[src/logic/wts_pkg.sv]
// Contract
// RULE_01 - count is a 24-bit value, readable only, never written by bus
// RULE_02 - controller reads count as three bytes, bit 23 first
// RULE_03 - compare value written and read as three bytes, bit 23 first
// RULE_04 - with timer-clear low, compare readback returns the count instead
// RULE_05 - sda falling while scl high is start, begins new access
// RULE_06 - sda rising while scl high is stop, returns to idle
// RULE_07 - sda changes only with scl low; otherwise start or stop aborts
// RULE_08 - receiver drives sda low during ninth clock as acknowledge
// RULE_09 - first byte is 7-bit address plus direction bit, one reads
// RULE_10 - write bytes taken msb first, each acknowledged low
// RULE_11 - read bytes sent msb first; controller nacks last then stops
// RULE_12 - start without stop is repeated start with new address byte
// RULE_13 - read bytes two to four carry register, later bytes all ones
// RULE_14 - pointer byte bit 7 one selects compare write, bit 0 one; code tests bit 7 only and ignores bit 0
// RULE_15 - write bytes three to five load the compare value
// RULE_16 - readback uses pointer bit 7 zero then repeated start read
// RULE_17 - stop clears the register pointer so reads return count
// RULE_18 - timer-clear pin never resets the serial logic; stop does
// RULE_19 - while device drives sda low, stop is not recognised
// RULE_20 - recovery: start, nine clocks with sda released, then stop
// RULE_21 - writing compare value clears counter and restarts from zero
// RULE_22 - count equal to compare raises alert, stops and holds count
// RULE_23 - debounced reset low: no ack for second and later write bytes
// RULE_24 - foreign address leaves sda released, idle until next start
package wts_pkg;
  localparam logic [6:0] WTS_OWN_ADDR = 7'h32;
  localparam int WTS_REG_BYTES = 3;
  localparam logic [23:0] WTS_COUNT_RESET = 24'h000000;
  localparam logic [23:0] WTS_COMPARE_RESET = 24'h000000;
  localparam logic [23:0] WTS_COUNT_MAX = 24'hffffff;
  localparam int WTS_PTR_BIT = 7;
  localparam logic [7:0] WTS_FILL_BYTE = 8'hff;
  localparam logic [2:0] WTS_BIT_LAST = 3'h0;
  localparam logic [2:0] WTS_BIT_FIRST = 3'h7;
  localparam logic [2:0] WTS_IDX_RESET = 3'h0;
  // tick period of the counter in system cycles
  localparam int WTS_TICK_DIV = 16;
  localparam logic [15:0] WTS_TICK_LAST = 16'(WTS_TICK_DIV - 1);
endpackage

[src/logic/wts_serial.sv]
`timescale 1ns/1ns
module wts_serial
  import wts_pkg::*;
(
  // clock and reset
  input wire logic i_sys_clk,
  input wire logic i_rst_n,
  // two-wire pins
  input wire logic i_scl,
  input wire logic i_sda,
  output logic o_sda,
  output logic o_sda_oe,
  // timer-clear pin, debounced, active low
  input wire logic i_timer_clr_n,
  // timer state
  output logic [23:0] o_count,
  output logic [23:0] o_compare,
  output logic o_alert
);
  typedef enum {
    ST_IDLE, ST_RECV, ST_ACK, ST_SEND, ST_MACK
  } wts_state_t;
  wts_state_t state;
  logic scl_s, sda_s, scl_d, sda_d;
  logic scl_rise, scl_fall, start_det, stop_det;
  logic [2:0] bit_cnt;
  logic [7:0] shreg;
  logic [2:0] byte_idx;
  logic read_dir, ptr_compare, do_ack, drive_low;
  logic [23:0] compare_shadow;
  logic compare_valid, restart;
  logic clr_s, clr_d;
  logic [7:0] rx_byte;
  // wr_sel: pointer asked for a compare write; byte_done: 8 bits taken
  logic wr_sel, byte_done;
  logic [7:0] tx_byte;

  // read byte selection for index 1..3, else fill
  function automatic logic [7:0] sel_byte(input logic [23:0] v,
                                          input logic [2:0] idx);
    unique case (idx)
      3'h1: sel_byte = v[23:16];
      3'h2: sel_byte = v[15:8];
      3'h3: sel_byte = v[7:0];
      default: sel_byte = WTS_FILL_BYTE;
    endcase
  endfunction

  ///////////////////////////////////////////////////////////////////////
  // pin synchronisers
  wts_sync u_sync_scl (
    .i_sys_clk(i_sys_clk), .i_rst_n(i_rst_n),
    .i_async(i_scl), .o_sync(scl_s)
  );
  wts_sync u_sync_sda (
    .i_sys_clk(i_sys_clk), .i_rst_n(i_rst_n),
    .i_async(i_sda), .o_sync(sda_s)
  );
  wts_sync u_sync_clr (
    .i_sys_clk(i_sys_clk), .i_rst_n(i_rst_n),
    .i_async(i_timer_clr_n), .o_sync(clr_s)
  );

  // edge history
  always_ff @(posedge i_sys_clk) begin
    if (!i_rst_n) begin
      scl_d <= 1'b1;
      sda_d <= 1'b1;
      clr_d <= 1'b0;
    end else begin
      scl_d <= scl_s;
      sda_d <= sda_s;
      clr_d <= clr_s;
    end
  end

  // line events
  assign scl_rise = scl_s && !scl_d;
  assign scl_fall = !scl_s && scl_d;
  assign drive_low = o_sda_oe;
  assign start_det = scl_s && scl_d && sda_d && !sda_s; // RULE_05 RULE_07
  // stop ignored while we pull sda low
  assign stop_det = scl_s && scl_d && !sda_d && sda_s
                    && !drive_low; // RULE_06 RULE_19
  assign rx_byte = {shreg[6:0], sda_s};
  // next read byte; compare only after a pointer byte and timer running
  assign tx_byte = sel_byte((ptr_compare && clr_d) ? o_compare : o_count,
                            byte_idx + 3'h1); // RULE_04 RULE_13

  ///////////////////////////////////////////////////////////////////////
  // protocol state machine; reset, stop, a withheld ack or a controller nack return it to idle
  always_ff @(posedge i_sys_clk) begin
    if (!i_rst_n) begin // RULE_18
      state <= ST_IDLE;
      bit_cnt <= WTS_BIT_FIRST;
      byte_idx <= WTS_IDX_RESET;
      read_dir <= 1'b0;
      ptr_compare <= 1'b0;
      do_ack <= 1'b0;
      shreg <= '0;
      o_sda_oe <= 1'b0;
      compare_shadow <= WTS_COMPARE_RESET;
      o_compare <= WTS_COMPARE_RESET;
      compare_valid <= 1'b0;
      restart <= 1'b0;
      wr_sel <= 1'b0;
      byte_done <= 1'b0;
    end else begin
      restart <= 1'b0;
      if (stop_det) begin
        state <= ST_IDLE; // RULE_06
        ptr_compare <= 1'b0; // RULE_17
        wr_sel <= 1'b0;
        byte_done <= 1'b0;
        o_sda_oe <= 1'b0;
      end else if (start_det && !drive_low) begin
        state <= ST_RECV; // RULE_12
        bit_cnt <= WTS_BIT_FIRST;
        byte_done <= 1'b0;
        byte_idx <= WTS_IDX_RESET;
        o_sda_oe <= 1'b0;
      end else begin
        unique case (state)
          ST_IDLE: begin
            o_sda_oe <= 1'b0; // RULE_24
          end
          ST_RECV: begin
            if (scl_rise) begin
              shreg <= rx_byte; // RULE_10
              if (bit_cnt == WTS_BIT_LAST) begin
                byte_done <= 1'b1;
                if (byte_idx == WTS_IDX_RESET) begin
                  do_ack <= (rx_byte[7:1] == WTS_OWN_ADDR); // RULE_09
                  read_dir <= rx_byte[0];
                end else if (byte_idx == 3'h1) begin
                  // any pointer byte arms compare readback via restart
                  ptr_compare <= 1'b1; // RULE_16
                  wr_sel <= rx_byte[WTS_PTR_BIT]; // RULE_14
                  do_ack <= clr_d; // RULE_23
                end else begin
                  do_ack <= clr_d; // RULE_23
                  if (wr_sel && byte_idx <= 3'h4) begin
                    // RULE_15 RULE_03
                    compare_shadow <= {compare_shadow[15:0], rx_byte};
                    if (byte_idx == 3'h4 && clr_d) begin
                      o_compare <= {compare_shadow[15:0], rx_byte};
                      compare_valid <= 1'b1;
                      restart <= 1'b1; // RULE_21
                    end
                  end
                end
              end else begin
                bit_cnt <= bit_cnt - 3'h1;
              end
            end else if (scl_fall && byte_done) begin
              // RULE_08 ack after eighth falling edge
              byte_done <= 1'b0;
              o_sda_oe <= do_ack;
              state <= do_ack ? ST_ACK : ST_IDLE; // RULE_24
            end
          end
          ST_ACK: begin
            if (scl_fall) begin
              // saturate so long reads keep returning fill bytes
              if (byte_idx != 3'h7) begin
                byte_idx <= byte_idx + 3'h1;
              end
              bit_cnt <= WTS_BIT_FIRST;
              if (read_dir) begin
                // RULE_13 RULE_04 RULE_01
                shreg <= tx_byte;
                o_sda_oe <= !tx_byte[7];
                state <= ST_SEND;
              end else begin
                o_sda_oe <= 1'b0;
                state <= ST_RECV;
              end
            end
          end
          ST_SEND: begin
            if (scl_fall) begin
              // RULE_11 msb first
              if (bit_cnt == WTS_BIT_LAST) begin
                o_sda_oe <= 1'b0;
                state <= ST_MACK;
              end else begin
                bit_cnt <= bit_cnt - 3'h1;
                shreg <= {shreg[6:0], 1'b1};
                o_sda_oe <= !shreg[6];
              end
            end
          end
          ST_MACK: begin
            if (scl_rise) begin
              // RULE_11 nack ends the read
              if (sda_s) begin
                state <= ST_IDLE;
              end else begin
                state <= ST_ACK;
              end
            end
          end
        endcase
      end
    end
  end

  assign o_sda = 1'b0;

  ///////////////////////////////////////////////////////////////////////
  // counter core
  wts_counter u_counter (
    .i_sys_clk(i_sys_clk),
    .i_rst_n(i_rst_n),
    .i_timer_run(clr_d),
    .i_restart(restart),
    .i_compare(o_compare),
    .i_compare_valid(compare_valid),
    .o_count(o_count),
    .o_alert(o_alert)
  );
endmodule

[src/logic/wts_sync.sv]
`timescale 1ns/1ns
module wts_sync (
  // clock and reset
  input wire logic i_sys_clk,
  input wire logic i_rst_n,
  // async level in, synced level out
  input wire logic i_async,
  output logic o_sync
);
  logic meta;
  // two-stage synchroniser, idle high
  always_ff @(posedge i_sys_clk) begin
    if (!i_rst_n) begin
      meta <= 1'b1;
      o_sync <= 1'b1;
    end else begin
      meta <= i_async;
      o_sync <= meta;
    end
  end
endmodule

[src/logic/wts_counter.sv]
`timescale 1ns/1ns
module wts_counter
  import wts_pkg::*;
(
  // clock and reset
  input wire logic i_sys_clk,
  input wire logic i_rst_n,
  // control
  input wire logic i_timer_run,
  input wire logic i_restart,
  input wire logic [23:0] i_compare,
  input wire logic i_compare_valid,
  // state
  output logic [23:0] o_count,
  output logic o_alert
);
  logic [15:0] div_cnt;
  logic tick;
  // tick divider
  always_ff @(posedge i_sys_clk) begin
    if (!i_rst_n || div_cnt == WTS_TICK_LAST) begin
      div_cnt <= '0;
    end else begin
      div_cnt <= div_cnt + 16'h0001;
    end
  end
  assign tick = (div_cnt == WTS_TICK_LAST);
  // up counter with match hold
  always_ff @(posedge i_sys_clk) begin
    if (!i_rst_n || !i_timer_run || i_restart) begin
      o_count <= WTS_COUNT_RESET; // RULE_21
      o_alert <= 1'b0;
    end else if (i_compare_valid && o_count == i_compare) begin
      o_alert <= 1'b1; // RULE_22
    end else if (tick && !o_alert && o_count != WTS_COUNT_MAX) begin
      o_count <= o_count + 24'h000001;
    end
  end
endmodule

[config.mk]
export PLATFORM = sky130hd
export DESIGN_NAME = wts_serial
export DESIGN_NICKNAME = d
export VERILOG_FILES = /design/src/logic/wts_pkg.sv /design/src/logic/wts_serial.sv /design/src/logic/wts_sync.sv /design/src/logic/wts_counter.sv
export SDC_FILE = /design/constraint.sdc
export NUM_CORES = 1
export LEC_CHECK = 0
export BUFFER_PORTS_ARGS = -buffer_cell sky130_fd_sc_hd__buf_2
export CAP_MARGIN = 40
export CORE_MARGIN = 2
export CORE_UTILIZATION = 55
export CTS_BUF_LIST = sky130_fd_sc_hd__clkbuf_4 sky130_fd_sc_hd__clkbuf_8 sky130_fd_sc_hd__clkbuf_16
export DETAILED_ROUTE_END_ITERATION = 6
export GPL_TIMING_DRIVEN = 0
export MAX_ROUTING_LAYER = met4
export PLACE_DENSITY = 0.72
export SETUP_SLACK_MARGIN = 0.02
export SYNTH_ARGS = -nofsm -noshare
export SYNTH_HDL_FRONTEND = slang
export SYNTH_HIERARCHICAL = 1
export SYNTH_SLANG_ARGS = --single-unit
[constraint.sdc]
create_clock -name i_sys_clk -period 2.7 [get_ports i_sys_clk]
set_input_delay 0.405 -clock i_sys_clk [delete_from_list [all_inputs] [get_ports i_sys_clk]]
set_output_delay 0.405 -clock i_sys_clk [all_outputs]
set_load 0.005 [all_outputs]
# Word-level counts from Yosys, hierarchy flattened

Cells that the tools add are included.

$add $sub $neg: 4
$mul: 0
Divide/modulo/power cells: 0
Order comparisons: 1
Eq/ne operators: 31
Shift-type cells: 0
Muxes and demuxes: 41
Bitwise logic cells: 10
Reductions and logical operators: 57

Operators by type and width:

| kind                    | count |
|---|---|
| $mux W32                | 6 |
| $pmux W32 S4            | 1 |
| $eq A32 B2 Y1 const B   | 2 |
| $mux W7                 | 5 |
| $eq A32 B1 Y1 const B   | 1 |
| $eq A32 B3 Y1 const B   | 1 |
| $logic_not A32 Y1       | 1 |
| $mux W3                 | 9 |
| $add A24 B1 Y24 const B | 1 |
| $eq A24 B24 Y1          | 1 |
| $mux W24                | 1 |
| $ne A24 B24 Y1 const B  | 1 |
| $ne A3 B3 Y1 const B    | 8 |
| $pmux W8 S3             | 1 |
| $pmux W7 S3             | 1 |
| $ne A2 B2 Y1 const B    | 9 |
| $add A16 B1 Y16 const B | 1 |
| $eq A16 B4 Y1 const B   | 1 |
| $logic_and A1 B1 Y1     | 16 |
| $reduce_and A8 Y1       | 2 |
| $reduce_and A5 Y1       | 3 |
| $reduce_and A7 Y1       | 2 |
| $mux W1                 | 12 |
| $reduce_and A6 Y1       | 2 |
| 26 further kinds        | 56 |

Flip-flop bits (word level): 143
Bits in latches: 0
RAM bits: 0
Bits in read-only memories: 0
Input bits: 5
Output and inout bits: 51
Logic and storage cells: 171
Memories kept: 0

# Depth between registers and ports, before layout

Word-level depth: 7
Depth in mapped cells: 10
Mapped depth without buffers: 7

# Cells and area by module

The synthesis kept the hierarchy.

Modules (own cells, without submodules):

| module      | times used | cells each | area an instance (µm²) | sequential area each (µm²) |
|---|---|---|---|---|
| wts_serial  | 1          | 339        | 3,258.1                | 1,341.3 |
| wts_counter | 1          | 270        | 2,306.0                | 820.8 |
| wts_sync    | 3          | 4          | 52.6                   | 40.0 |

# Least setup slack after synthesis

No wires, ideal clock.

Kind: reg-to-reg
Start: register u_counter.o_count[17]
End: register u_counter.o_count[1]
Library setup time: 132 ps
Arrival time: 2,041 ps
Data required time: 2,568 ps
Setup slack: 527 ps
Stages on the path, launching flop included: 10
Buffers on the path: 3
Period minus slack after synthesis: 2,173 ps
Cells stage by stage: dfxtp_1 -> clkbuf_1 -> xnor2_1 -> nand4_1 -> nor4_4 -> and2_0 -> clkbuf_1 -> buf_2 -> or3b_2 -> a21oi_1

Word-level cells in the longest chain between the ends: 4
Elaborated cells on any way between the ends: 6
Classes of those cells: eq/ne (2); bitwise (1); reduce/logical (3)

Ends and longest elaborated chain:

| item                                   | RTL line          | source |
|---|---|---|
| start, declared                        | wts_counter.sv:14 | `output logic [23:0] o_count,` |
| start signal, assigned                 | wts_counter.sv:36 | `o_count <= o_count + 24'h000001;` |
| $eq A24 B24 Y1                         | wts_counter.sv:33 | `end else if (i_compare_valid && o_count == i_compare) begin` |
| $logic_and A1 B1 Y1                    | wts_counter.sv:33 |  |
| $not A1 Y1 (no source line)            | n/a               |  |
| $reduce_and A2 Y1 (no source line) (*) | n/a               |  |

Every way passes the cells marked *; elsewhere a longest branch is shown, timed or not.
A chain may end at the register's enable or synchronous reset.

# Worst setup path after layout

Start: register u_counter.div_cnt[0]
End: register u_counter.o_count[15]

Word-level cells in the longest chain between the ends: 4

Ends and longest elaborated chain:

| item                               | RTL line          | source |
|---|---|---|
| start, declared                    | wts_counter.sv:17 | `logic [15:0] div_cnt;` |
| start signal, assigned             | wts_counter.sv:24 | `div_cnt <= div_cnt + 16'h0001;` |
| $eq A16 B4 Y1                      | wts_counter.sv:27 | `assign tick = (div_cnt == WTS_TICK_LAST);` |
| $logic_and A1 B1 Y1 (2 in series)  | wts_counter.sv:35 | `end else if (tick && !o_alert && o_count != WTS_COUNT_MAX) begin` |
| $reduce_and A2 Y1 (no source line) | n/a               |  |

Every way passes these cells.

==> out/results.tsv <==
metric	value	unit
status	complete, but fails checks	
failing checks	DRC	
max_cap viols	0	
Clock Tree Buf Depth	2	
Syn Std Cell Area	0.00572	mm2
number of global-route vias before repair	4939	
FF+latch count, synth	114	
CTS H-Tree Depth	4	
Seq/Total Area, Yosys	0.399	
most common cell after layout, fill and taps aside	dfxtp_1	
Static Leak	2.74	nW
Min-Delay Path Class	input port to flop	
final setup violating endpoints	0	
Final ANT Viol Nets	0	
worst-path fanout max	4	
Final HPWL DP	11600	um
RSZ-0062 raised after global routing	false	
Vias/cell	5.99	
synth top area cells	dfxtp_1 (40%), mux2i_1 (10%), xnor2_1 (6.3%), nor2b_1 (5.2%), nor2_1 (3.5%)	
RePlAce Congestion	0.926	
Peak VDD IR	631	uV
Die Y-Extent	106	um
initial antenna violation count	0	
Final Hold Vio Count	0	
CP Data Required Time	3110	ps
clock-pin transition on the worst setup and hold timing paths	60	ps
CTS tree	built	
total number of vias	5089	
first-pass GRT wire length	26300	um
Post-synth EDFFs	0	
GRT Util Overall	0.312	
core box area	0.0102	mm2
Worst Max-Slew Pin Slew	681	ps
DRT Pass-1 Iters	7	
Residual DRC	3	
asr flop ratio synth	0	
yosys warns	6	
fmax	0.397	GHz
crit end category	flop	
Sink Count	114	
FP Rows	37	
fin util	0.665	
Avg Cell Area, Syn	9.21	um2
fillers	845	
share of cells above drive strength 1	0.177	
R2R setup slack	180	ps
Root Buffer	clkbuf_8	
final period utilization	0.934	
grt ovf	0	
Inserted Clock Buffers	17	
final worst path period need	2520	ps
crit start category	flop	
setup TNS	0	ps
Starting DRT DRC Count	458	
Worst Skew	8.02	ps
pwr/cell area	582	mW/mm2
P&R area growth vs syn	18.9	%
layout net count	714	
Unique masters post-synth	70	
pin count of the biggest net entering global routing	17	
setup ws final	180	ps
syn_nets	635	
IO Pins	56	
CP Class	flop to flop	
Gate Count Post-Synth	621	
Synth top area share	0.399	
chip width	106	um
worst slack at placement	22.6	ps
largest area contributor in the synthesized netlist	dfxtp_1	
fin. max-slew vios	0	
worst skew pair latency	540	ps
most frequent cells in the layout	dfxtp_1 (114), buf_2 (64), mux2i_1 (58), nor2_1 (53), nor2b_1 (48)	
die area	0.0112	mm2
IO buf count	54	
routed len/inst	19.3	um
Arrival @ worst endpoint	2930	ps
# diodes	0	
final WL	16400	um
Top FF cell, synth	dfxtp_1	
worst rel slew slack	0.546	
Initial Util	0.559	
## stage by stage
stage	hold slack [ps]	cell area, um2	power [mW]	std cells
4_1_cts	27.2	6740	3.98	843
3_3_place_gp	388	6160	1.82	811
3_5_place_dp	396	6160	1.82	811
5_1_grt	34.8	6800	4.07	849
2_1_floorplan	386	5720	1.79	621
6_report	45.4	6800	3.96	849
## what timing repair did
item | in CTS | in global routing
hold buffers | 0 | 0
resized for setup | 0 | 3
setup buffers | 0 | 6
endpoints found under the setup margin | 2 | 15
pin swaps | 1 | 2
## worst max-delay path: stages, from the launching register on
cell and delay [ps]:
dfxtp_1 360, ha_1 250, and3_1 250, nand4_1 230, or4b_4 630, a2111oi_1 460, xnor2_1 170, nor2_1 50
## flip-flops by register name, summed over array words and instances, names as in the netlist, 3 cells and up
signal             cells
compare_shadow        16
u_counter/o_count     24
byte_idx               3
bit_cnt                3
state                  3
o_compare             24
u_counter/div_cnt     16
shreg                  7
## cell usage after synthesis (9+ instances only)
library cell / instances
a21oi_1: 20
a222oi_1: 12
buf_2: 10
clkbuf_1: 19
dfxtp_1: 114
ha_1: 9
inv_1: 13
mux2i_1: 58
nand2_1: 31
nand2b_1: 14
nand3_1: 18
nand4_1: 24
nor2_1: 53
nor2b_1: 48
o21ai_0: 15
o22ai_1: 11
or3_1: 9
xnor2_1: 41
## routing by layer
layer  wire length (um)  part of all wire  track usage
met5                  0                 0            -
met4                393             0.024        0.130
met3               1090             0.067       0.0711
met2               7540              0.46        0.464
met1               7340              0.45        0.410
## report_power, final
part / internal [mW] / switching [mW]
registers: 1.69 / 0.00747
logic: 0.0312 / 0.0525
clock network: 1.34 / 0.838
total: 3.06 / 0.898
## area by class of cell
type,count,area (um2),share of cell area
clock buffer,18,422,0.0620
buffer,35,174,0.0256
tap,136,170,0.0250
sequential,114,2280,0.335
clock inverter,14,155,0.0228
multi-input combinational,459,3240,0.476
inverter,13,48.8,0.00717
timing repair buffer,60,315,0.0463
## worst paths after layout
kind                              startpoint                            endpoint  cells past startpoint
min                                    i_scl          u_sync_scl/meta$_SDFF_PN1_                      2
min reg2reg       u_sync_sda/meta$_SDFF_PN1_        u_sync_sda/o_sync$_SDFF_PN1_                      1
max          u_counter/div_cnt[0]$_SDFF_PP0_  u_counter/o_count[15]$_SDFFE_PP0P_                      7
max reg2reg  u_counter/div_cnt[0]$_SDFF_PP0_  u_counter/o_count[15]$_SDFFE_PP0P_                      7
## logic make-up after synthesis
group,after synthesis,share of synthesized area
and+or+nand+nor,246,0.243
DFF,114,0.399
AOI/OAI and AO/OA,97,0.124
muxes,59,0.103
buffers and inverters,48,0.0389
xor gates and xnor gates,47,0.0719
adders and majority gates,9,0.0197
other,1,0.000655
Note: power is estimated with default switching activity, not from simulation.
